$ cat config.mk
export PLATFORM = sky130hd
export DESIGN_NAME = prt_port_io
export DESIGN_NICKNAME = d
export VERILOG_FILES = /design/src/prt_pkg.sv /design/src/prt_sync.sv /design/src/prt_pad.sv /design/src/prt_port_io.sv
export VERILOG_INCLUDE_DIRS = /design/src
export SDC_FILE = /design/constraint.sdc
export NUM_CORES = 1
export LEC_CHECK = 0
export ABC_CLOCK_PERIOD_IN_PS = 2600
export BUFFER_PORTS_ARGS = -buffer_cell sky130_fd_sc_hd__buf_4
export CELL_PAD_IN_SITES_DETAIL_PLACEMENT = 0
export CELL_PAD_IN_SITES_GLOBAL_PLACEMENT = 1
export CORE_ASPECT_RATIO = 1.4
export CORE_UTILIZATION = 43
export CTS_CLUSTER_SIZE = 16
export DETAILED_ROUTE_END_ITERATION = 8
export GPL_ROUTABILITY_DRIVEN = 0
export GPL_TIMING_DRIVEN = 0
export PLACE_DENSITY = 0.85
export SLEW_MARGIN = 30
export SYNTH_ARGS = -nofsm -noshare
export SYNTH_HDL_FRONTEND = slang
export SYNTH_HIERARCHICAL = 1
export SYNTH_SLANG_ARGS = --single-unit
$ cat constraint.sdc
create_clock -name core_clk_in -period 2.6 [get_ports core_clk_in]
set_input_delay 0.52 -clock core_clk_in [delete_from_list [all_inputs] [get_ports core_clk_in]]
set_output_delay 0.52 -clock core_clk_in [all_outputs]
set_load 0.01 [all_outputs]
$ cat src/prt_defs.svh
// prt_defs.svh: offsets, field positions, reset values and counts for the port block.
// assumes it is included by bare name from every file that needs a constant.
`ifndef PRT_DEFS_SVH
`define PRT_DEFS_SVH

// ---------------------------------------------------------------
// special function register addresses
// ---------------------------------------------------------------
`define PRT_ADDR_PORT0_LATCH   8'h80
`define PRT_ADDR_PORT1_LATCH   8'h90
`define PRT_ADDR_PORT0_DRIVE   8'ha4
`define PRT_ADDR_PORT1_DRIVE   8'ha5
`define PRT_ADDR_PORT0_KIND    8'hf1
`define PRT_ADDR_PORT1_KIND    8'hf2
`define PRT_ADDR_PORT0_MASK    8'hc1
`define PRT_ADDR_PORT0_VALUE   8'hc2
`define PRT_ADDR_PORT1_MASK    8'hc3
`define PRT_ADDR_PORT1_VALUE   8'hc4
`define PRT_ADDR_CTRL          8'hc5

// ---------------------------------------------------------------
// reset values
// ---------------------------------------------------------------
`define PRT_RST_LATCH          8'hff
`define PRT_RST_DRIVE          8'h00
`define PRT_RST_KIND           8'hff
`define PRT_RST_MASK           8'h00
`define PRT_RST_VALUE          8'h00
`define PRT_RST_CTRL           3'h0
`define PRT_RST_RDATA          8'h00

// ---------------------------------------------------------------
// control register fields and counts
// ---------------------------------------------------------------
`define PRT_CTRL_ROUTE_EN_BIT  0
`define PRT_CTRL_PULL_OFF_BIT  1
`define PRT_CTRL_IRQ_EN_BIT    2
`define PRT_SYNC_STAGES        2
`define PRT_PORT_WIDTH         8

`endif

$ cat src/prt_pkg.sv
// prt_pkg.sv: types shared by the port block files.
// assumes prt_defs.svh supplies the numeric constants.
package prt_pkg;

  // one access from the processor special function register space
  typedef struct packed {
    logic       rd;
    logic       wr;
    logic       rmw;
    logic       bit_op;
    logic [2:0] bit_sel;
    logic [7:0] addr;
    logic [7:0] wdata;
  } prt_sfr_req_t;

  // global control bits, msb first
  typedef struct packed {
    logic irq_en;
    logic pull_off;
    logic route_en;
  } prt_ctrl_t;

endpackage

$ cat src/prt_sync.sv
// prt_sync.sv: multi-stage synchroniser, one chain per bit.
// assumes inputs may change at any time relative to core_clk_in.
`timescale 1ns/10ps
`include "prt_defs.svh"
module prt_sync
  import prt_pkg::*;
#(
  parameter int W      = 16,
  parameter int STAGES = `PRT_SYNC_STAGES
) (
  // clock and reset
  input  wire logic         core_clk_in,
  input  wire logic         rst_in,
  // data
  input  wire logic [W-1:0] async_in,
  output logic      [W-1:0] sync_out
);

  logic [W-1:0] chain [STAGES];

  // refused at elaboration: one flop alone leaves metastability on the output
  if (STAGES < 2) begin : g_bad_stages
    $error("prt_sync needs at least two stages");
  end

  // first stage is read only by the second
  always_ff @(posedge core_clk_in) begin
    if (rst_in) begin
      for (int s = 0; s < STAGES; s++) chain[s] <= '0;
    end else begin
      chain[0] <= async_in;
      for (int s = 1; s < STAGES; s++) chain[s] <= chain[s-1];
    end
  end

  assign sync_out = chain[STAGES-1];

endmodule

$ cat src/prt_pad.sv
// prt_pad.sv: per-pin output driver, enable and weak pull-up control, registered.
// assumes the pad cell drives pin_drive_out while pin_oe_n_out is low.
`timescale 1ns/10ps
`include "prt_defs.svh"
module prt_pad
  import prt_pkg::*;
#(
  parameter int W = 16
) (
  // clock and reset
  input  wire logic         core_clk_in,
  input  wire logic         rst_in,
  // configuration
  input  wire logic [W-1:0] latch_in,
  input  wire logic [W-1:0] push_pull_in,
  input  wire logic [W-1:0] digital_in,
  input  wire logic [W-1:0] claim_in,
  input  wire logic [W-1:0] periph_in,
  input  wire prt_ctrl_t    ctrl_in,
  // pad controls
  output logic      [W-1:0] pin_drive_out,
  output logic      [W-1:0] pin_oe_n_out,
  output logic      [W-1:0] pin_pullup_out
);

  logic [W-1:0] val;
  logic [W-1:0] drv_en;

  for (genvar i = 0; i < W; i++) begin : g_pin
    assign val[i]    = claim_in[i] ? periph_in[i] : latch_in[i];
    // open-drain high releases the pin; analogue pins never drive
    assign drv_en[i] = ctrl_in.route_en & digital_in[i]
                       & (push_pull_in[i] | ~val[i]);

    always_ff @(posedge core_clk_in) begin
      if (rst_in) begin
        pin_drive_out[i]  <= 1'b0;
        pin_oe_n_out[i]   <= 1'b1;
        pin_pullup_out[i] <= 1'b0;
      end else begin
        pin_drive_out[i]  <= val[i];
        pin_oe_n_out[i]   <= ~drv_en[i];
        pin_pullup_out[i] <= ~ctrl_in.pull_off & digital_in[i] & ~push_pull_in[i]
                             & ~(drv_en[i] & ~val[i]);
      end
    end
  end
endmodule

$ cat src/prt_port_io.sv
// prt_port_io.sv: two 8-bit general-purpose ports with latches, pin reads and match detect.
// assumes the processor presents one register access per cycle on sfr_req_in,
// and that the crossbar supplies per-pin claim and peripheral drive levels.
//
// Contract
// - pins not claimed by a peripheral or analogue use act as general-purpose pins
// - port registers accessible as whole byte and as single bits
// - port write stores value in a latch that holds until next write
// - latch bit reaches pin only when crossbar leaves pin as port output
// - plain port read returns live pin levels, even for claimed pins
// - read-modify-write accesses read the latch, not the pins
// - pin set as analogue input always reads 0
// - latch 1 with open-drain mode releases the pin instead of driving
// - port 0 latch resets to all ones
// - port 0 register sits at address 0x80 and is bit addressable
// - port 0 match event when masked pins differ from masked compare value
// - port 1 match event when masked pins differ from masked compare value
// - match compares pin levels regardless of crossbar assignments
// - match raises interrupt request only while match interrupt enable is 1
// - match event wakes suspended oscillator regardless of interrupt enable
// - wake resumes clocking independently of whether an interrupt is raised
// - input kind 1 is digital, 0 analogue with pull-up, driver, receiver off
// - with pull-ups enabled, open-drain pins get weak pull-up unless low or analogue
// - all output drivers stay off until routing is enabled
`timescale 1ns/10ps
`include "prt_defs.svh"
module prt_port_io
  import prt_pkg::*;
#(
  parameter int PORT_W      = `PRT_PORT_WIDTH,
  parameter int SYNC_STAGES = `PRT_SYNC_STAGES
) (
  // clock and reset
  input  wire logic                core_clk_in,
  input  wire logic                rst_in,
  // register access
  input  wire prt_sfr_req_t        sfr_req_in,
  output logic [7:0]               sfr_rdata_out,
  // crossbar
  input  wire logic [2*PORT_W-1:0] periph_claim_in,
  input  wire logic [2*PORT_W-1:0] periph_drive_in,
  // pins
  input  wire logic [2*PORT_W-1:0] pin_level_in,
  output logic      [2*PORT_W-1:0] pin_drive_out,
  output logic      [2*PORT_W-1:0] pin_oe_n_out,
  output logic      [2*PORT_W-1:0] pin_pullup_out,
  // events
  output logic                     match_evt_out,
  output logic                     match_irq_out,
  output logic                     osc_wake_out
);

  localparam int PW = 2 * PORT_W;

  if (PORT_W != 8) begin : g_bad_width
    $error("prt_port_io serves 8-bit ports only");
  end
  if (SYNC_STAGES < 2) begin : g_bad_sync
    $error("prt_port_io needs two or more sync stages");
  end

  // ---------------------------------------------------------------
  // storage
  // ---------------------------------------------------------------
  logic [7:0] latch0;
  logic [7:0] latch1;
  logic [7:0] drive0;
  logic [7:0] drive1;
  logic [7:0] kind0;
  logic [7:0] kind1;
  logic [7:0] mask0;
  logic [7:0] value0;
  logic [7:0] mask1;
  logic [7:0] value1;
  prt_ctrl_t  ctrl;

  logic [PW-1:0] lvl;
  logic [7:0]    dig0;
  logic [7:0]    dig1;
  logic          hit0;
  logic          hit1;

  // ---------------------------------------------------------------
  // write decode
  // ---------------------------------------------------------------
  // only the two port registers accept single-bit writes
  function automatic logic wr_hit(input prt_sfr_req_t r, input logic [7:0] a,
                                  input logic bit_ok);
    return r.wr & (r.addr == a) & (~r.bit_op | bit_ok);
  endfunction

  function automatic logic [7:0] apply(input logic [7:0] old,
                                       input prt_sfr_req_t r);
    logic [7:0] v;
    v = old;
    if (r.bit_op) begin
      v[r.bit_sel] = r.wdata[0];
    end else begin
      v = r.wdata;
    end
    return v;
  endfunction

  logic w_latch0;
  logic w_latch1;
  logic w_drive0;
  logic w_drive1;
  logic w_kind0;
  logic w_kind1;
  logic w_mask0;
  logic w_value0;
  logic w_mask1;
  logic w_value1;
  logic w_ctrl;

  assign w_latch0 = wr_hit(sfr_req_in, `PRT_ADDR_PORT0_LATCH, 1'b1);
  assign w_latch1 = wr_hit(sfr_req_in, `PRT_ADDR_PORT1_LATCH, 1'b1);
  assign w_drive0 = wr_hit(sfr_req_in, `PRT_ADDR_PORT0_DRIVE, 1'b0);
  assign w_drive1 = wr_hit(sfr_req_in, `PRT_ADDR_PORT1_DRIVE, 1'b0);
  assign w_kind0  = wr_hit(sfr_req_in, `PRT_ADDR_PORT0_KIND, 1'b0);
  assign w_kind1  = wr_hit(sfr_req_in, `PRT_ADDR_PORT1_KIND, 1'b0);
  assign w_mask0  = wr_hit(sfr_req_in, `PRT_ADDR_PORT0_MASK, 1'b0);
  assign w_value0 = wr_hit(sfr_req_in, `PRT_ADDR_PORT0_VALUE, 1'b0);
  assign w_mask1  = wr_hit(sfr_req_in, `PRT_ADDR_PORT1_MASK, 1'b0);
  assign w_value1 = wr_hit(sfr_req_in, `PRT_ADDR_PORT1_VALUE, 1'b0);
  assign w_ctrl   = wr_hit(sfr_req_in, `PRT_ADDR_CTRL, 1'b0);

  // ---------------------------------------------------------------
  // output latches
  // ---------------------------------------------------------------
  // a bit write modifies the latch copy, never the pin levels
  always_ff @(posedge core_clk_in) begin
    if (rst_in) begin
      latch0 <= `PRT_RST_LATCH;
      latch1 <= `PRT_RST_LATCH;
    end else begin
      if (w_latch0) latch0 <= apply(latch0, sfr_req_in);
      if (w_latch1) latch1 <= apply(latch1, sfr_req_in);
    end
  end

  // ---------------------------------------------------------------
  // pin mode registers
  // ---------------------------------------------------------------
  always_ff @(posedge core_clk_in) begin
    if (rst_in) begin
      drive0 <= `PRT_RST_DRIVE;
      drive1 <= `PRT_RST_DRIVE;
      kind0  <= `PRT_RST_KIND;
      kind1  <= `PRT_RST_KIND;
    end else begin
      if (w_drive0) drive0 <= sfr_req_in.wdata;
      if (w_drive1) drive1 <= sfr_req_in.wdata;
      if (w_kind0)  kind0  <= sfr_req_in.wdata;
      if (w_kind1)  kind1  <= sfr_req_in.wdata;
    end
  end

  // ---------------------------------------------------------------
  // match and control registers
  // ---------------------------------------------------------------
  always_ff @(posedge core_clk_in) begin
    if (rst_in) begin
      mask0  <= `PRT_RST_MASK;
      value0 <= `PRT_RST_VALUE;
      mask1  <= `PRT_RST_MASK;
      value1 <= `PRT_RST_VALUE;
      ctrl   <= `PRT_RST_CTRL;
    end else begin
      if (w_mask0)  mask0  <= sfr_req_in.wdata;
      if (w_value0) value0 <= sfr_req_in.wdata;
      if (w_mask1)  mask1  <= sfr_req_in.wdata;
      if (w_value1) value1 <= sfr_req_in.wdata;
      if (w_ctrl) begin
        ctrl.route_en <= sfr_req_in.wdata[`PRT_CTRL_ROUTE_EN_BIT];
        ctrl.pull_off <= sfr_req_in.wdata[`PRT_CTRL_PULL_OFF_BIT];
        ctrl.irq_en   <= sfr_req_in.wdata[`PRT_CTRL_IRQ_EN_BIT];
      end
    end
  end

  // ---------------------------------------------------------------
  // pin input path
  // ---------------------------------------------------------------
  prt_sync #(
    .W      (PW),
    .STAGES (SYNC_STAGES)
  ) u_sync (
    .core_clk_in (core_clk_in),
    .rst_in      (rst_in),
    .async_in    (pin_level_in),
    .sync_out    (lvl)
  );

  // analogue pins have their receiver off, so they read low
  assign dig0 = lvl[7:0] & kind0;
  assign dig1 = lvl[15:8] & kind1;

  // ---------------------------------------------------------------
  // register read
  // ---------------------------------------------------------------
  logic [7:0] rd_src;
  logic [7:0] next_rdata;

  always_comb begin
    case (sfr_req_in.addr)
      // read-modify-write takes the latch so claimed or loaded pins
      // cannot corrupt the written-back value
      `PRT_ADDR_PORT0_LATCH: rd_src = sfr_req_in.rmw ? latch0 : dig0;
      `PRT_ADDR_PORT1_LATCH: rd_src = sfr_req_in.rmw ? latch1 : dig1;
      `PRT_ADDR_PORT0_DRIVE: rd_src = drive0;
      `PRT_ADDR_PORT1_DRIVE: rd_src = drive1;
      `PRT_ADDR_PORT0_KIND:  rd_src = kind0;
      `PRT_ADDR_PORT1_KIND:  rd_src = kind1;
      `PRT_ADDR_PORT0_MASK:  rd_src = mask0;
      `PRT_ADDR_PORT0_VALUE: rd_src = value0;
      `PRT_ADDR_PORT1_MASK:  rd_src = mask1;
      `PRT_ADDR_PORT1_VALUE: rd_src = value1;
      `PRT_ADDR_CTRL:        rd_src = {5'h00, ctrl};
      default:               rd_src = 8'h00;
    endcase
    if (sfr_req_in.bit_op) begin
      next_rdata = {7'h00, rd_src[sfr_req_in.bit_sel]};
    end else begin
      next_rdata = rd_src;
    end
  end

  always_ff @(posedge core_clk_in) begin
    if (rst_in) begin
      sfr_rdata_out <= `PRT_RST_RDATA;
    end else if (sfr_req_in.rd) begin
      sfr_rdata_out <= next_rdata;
    end
  end

  // ---------------------------------------------------------------
  // match detection
  // ---------------------------------------------------------------
  // compared on pin levels whatever the crossbar owns
  assign hit0 = (dig0 & mask0) != (value0 & mask0);
  assign hit1 = (dig1 & mask1) != (value1 & mask1);

  // level, not pulse: stays while the mismatch stays
  always_ff @(posedge core_clk_in) begin
    if (rst_in) begin
      match_evt_out <= 1'b0;
      match_irq_out <= 1'b0;
      osc_wake_out  <= 1'b0;
    end else begin
      match_evt_out <= hit0 | hit1;
      match_irq_out <= (hit0 | hit1) & ctrl.irq_en;
      osc_wake_out  <= hit0 | hit1;
    end
  end

  // ---------------------------------------------------------------
  // pad control
  // ---------------------------------------------------------------
  prt_pad #(
    .W (PW)
  ) u_pad (
    .core_clk_in    (core_clk_in),
    .rst_in         (rst_in),
    .latch_in       ({latch1, latch0}),
    .push_pull_in   ({drive1, drive0}),
    .digital_in     ({kind1, kind0}),
    .claim_in       (periph_claim_in),
    .periph_in      (periph_drive_in),
    .ctrl_in        (ctrl),
    .pin_drive_out  (pin_drive_out),
    .pin_oe_n_out   (pin_oe_n_out),
    .pin_pullup_out (pin_pullup_out)
  );
endmodule

==> results.py <==
metrics = {
    "placed_design": {
        "hpwl_um": 19320,
        "portBuffers": 121,
    },
    "setup_path": {
        "critical-path-top-delay-family": "simple AND/OR/NAND/NOR gates",
        "required_ps": 2950,
        "r2r-start": "kind1[1]",
        "crit_arrival_ps": 2770,
        "cp-startpoint": "sfr_req_in[9]",
        "path_cells": "buf_4 -> buf_6 -> nor4b_1 -> buf_2 -> o22ai_1 -> nand2_1 -> o21ai_0 -> a31oi_1 -> mux2i_1 -> o32ai_1",
        "crit_buf_inv": 3,
        "start_kind": "primary input",
        "crit_type": "in -> reg",
        "crit_path_top_delay_cell": "nor4b_1",
        "critPathCaptureType": "flop",
        "critPathMaxFanout": 10,
        "critical_path.max_stage_delay_ps": 670,
    },
    "clocking": {
        "cts_resized": 0,
        "cts_sinks": 173,
        "htreeDepth": 4,
        "hold_buffers": 0,
        "clk_latency_ps": 440,
        "clk_path_buf_depth": 2,
        "cts_tree": "built",
        "cts_root_buffer": "clkbuf_16",
        "cts-buffers-inserted": 17,
        "cts_setup_buffers": 0,
        "path_clk_slew_ps": 70,
    },
    "floorplanning": {
        "fp.dieW_um": 115.8,
        "die_y_um": 161.3,
        "start_util": 0.4440,
        "io_pins": 132,
        "rows": 57,
        "coreArea_mm2": 0.01754,
        "die-area_mm2": 0.01867,
    },
    "drt": {
        "route.detailed.drc": 0,
        "drtIter0Drc": 729,
        "ant_nets": 0,
        "via_per_inst": 5.588,
        "wl_per_cell_um": 20.83,
        "dr.pass1.iters": 8,
        "drt_wl_total_um": 25310,
        "vias": 6789,
    },
    "timing": {
        "clock.fmax_mhz": 412.9,
        "hold_slack_ps": 291.3,
        "setup_tns_ps": 0,
        "clock_skew_ps": 14.17,
        "rsz0062_at_grt": "false",
        "fin_crit_sh": 0.9314,
        "finalSetupViolCount": 0,
        "slew_headroom": 0.3837,
        "maxSlewViolCount": 0,
        "finalCriticalPeriod_ps": 2422,
        "hold_viol_final": 0,
        "tightest_slew_ps": 924.5,
    },
    "finish": {
        "drive_gt1_frac": 0.2278,
        "n_antenna_cell": 0,
        "nNetsFinal": 1039,
        "syn_to_final_growth_pct": 22.92,
    },
    "global_routing": {
        "grt_pass1_vias": 6388,
        "grt_pass1_wl_um": 37980,
        "gr-usage-met1": 0.3225,
        "antenna_found_initial": 0,
        "gr-usage-met2": 0.4665,
        "top_usage_layer": "met2",
        "grt_overflow": 0,
        "grt_usage": 0.2805,
        "use_met3": 0.04240,
        "grt_max_degree": 19,
    },
    "logic_synthesis": {
        "synth_edf_count": 0,
        "ys_async_sr_fraction": 0,
        "synthTopCellsByCount": "dfxtp_1 (173), nand2_1 (94), nor2_1 (85), nor2b_1 (57), mux2i_1 (55)",
        "yosys_register_bits": 173,
        "yosys.area.top_type_share": 0.4446,
        "seq_area_frac_synth": 0.4446,
        "synth_area_per_cell_um2": 9.431,
        "netlist_area_mm2": 0.007790,
        "synth.most_common_cell": "dfxtp_1",
        "synth-main-ff-cell": "dfxtp_1",
        "ys_top_cells_by_area": "dfxtp_1 (44%), mux2i_1 (7.1%), nor2b_1 (4.6%)",
        "synth.distinct_cells": 58,
        "yosys.area.top_type": "dfxtp_1",
        "syn_nets": 899,
        "ys_warn_count": 6,
        "synthCells": 826,
    },
    "hold_path": {
        "worstHoldStart": "pin_level_in[5]",
        "hp-class": "in -> reg",
    },
    "power_and_ir_drop": {
        "peakVddDrop_mv": 0.4121,
        "power_mw": 5.727,
        "leakagePower_nw": 4.098,
        "power_density_mw_per_mm2": 598.0,
    },
    "job": {
        "drv_cap": 0,
    },
    "run_status": {
        "status": "complete, no violations",
    },
}
## state kept, by name (all words and copies together), names as in the netlist, 16 cells and up
name                  flops
u_sync/chain             32
u_pad/pin_drive_out      16
u_pad/pin_oe_n_out       16
u_pad/pin_pullup_out     16
## cells by family after synthesis
logic type,Yosys count,synth area share
DFF,173,0.4446
and+or+nand+nor,310,0.2037
AOI/OAI and AO/OA,172,0.1897
xor gates and xnor gates,16,0.01799
muxes,57,0.07356
buffers and inverters,98,0.07051
## cells in the final DEF (no fill, tap or decap), drive strengths merged, types with 4 or more instances in the layout
cell type / n
dfxtp: 173
buf: 169
nand2: 94
nor2: 85
nor2b: 57
mux2i: 55
clkbuf: 49
nand3: 28
inv: 28
a21oi: 26
o211ai: 22
a22oi: 20
o21ai: 19
a211o: 17
xnor2: 16
a2111oi: 16
a221o: 14
nand4: 9
and3: 6
and2: 5
o22ai: 5
nand2b: 5
nor4b: 5
nor3: 4
a32oi: 4
nor4: 4
clkinv: 4
## layout make-up
| cell class | instances | area, µm² |
|---|---|---|
| fill | 1655 | 7969 |
| buffer | 79 | 478.0 |
| inverter | 19 | 71.32 |
| clock buffer | 18 | 439.2 |
| timing repair buffer | 121 | 908.4 |
| multi-input combinational | 555 | 3777 |
| sequential | 173 | 3463 |
| tap | 236 | 295.3 |
| clock inverter | 14 | 142.6 |
## metrics by stage
step	util	instances	setup WS [ps]	area, µm²
global route	0.5458	1215	108.1	9575
global placement	0.5126	1183	-179.8	8994
finish	0.5458	1215	178.3	9575
CTS	0.5458	1215	290.9	9575
floorplan	-	826	391.4	7790
detailed placement	0.5126	1183	-164.9	8994
## worst paths after layout
check / end / cells after the start / slack [ps]
min: u_sync/chain[0][5] / 2 / 290
min reg2reg: u_sync/chain[0][21] / 1 / 440
max reg2reg: sfr_rdata_out[0] / 7 / 490
max: sfr_rdata_out[0] / 10 / 180
## metal layers
metal  routed length (µm)  vias to the layer above
met5                    0                        -
met2                12230                      356
met3                 1833                      101
li1                     -                     3196
met1                 9401                     3136
met4                 1847                        0
## power by group
group	internal, mW	switching (mW)
registers	2.70	0.0151
logic	0.229	0.285
clock network	1.31	1.19
## worst reg2reg max path, delay by kind of cell, from the launching register on
family	cells	cell delay, ps
DFF	1	410
and+or+nand+nor	2	910
AOI/OAI and AO/OA	4	520
muxes	1	140
Power figures use the tool's default switching activity.
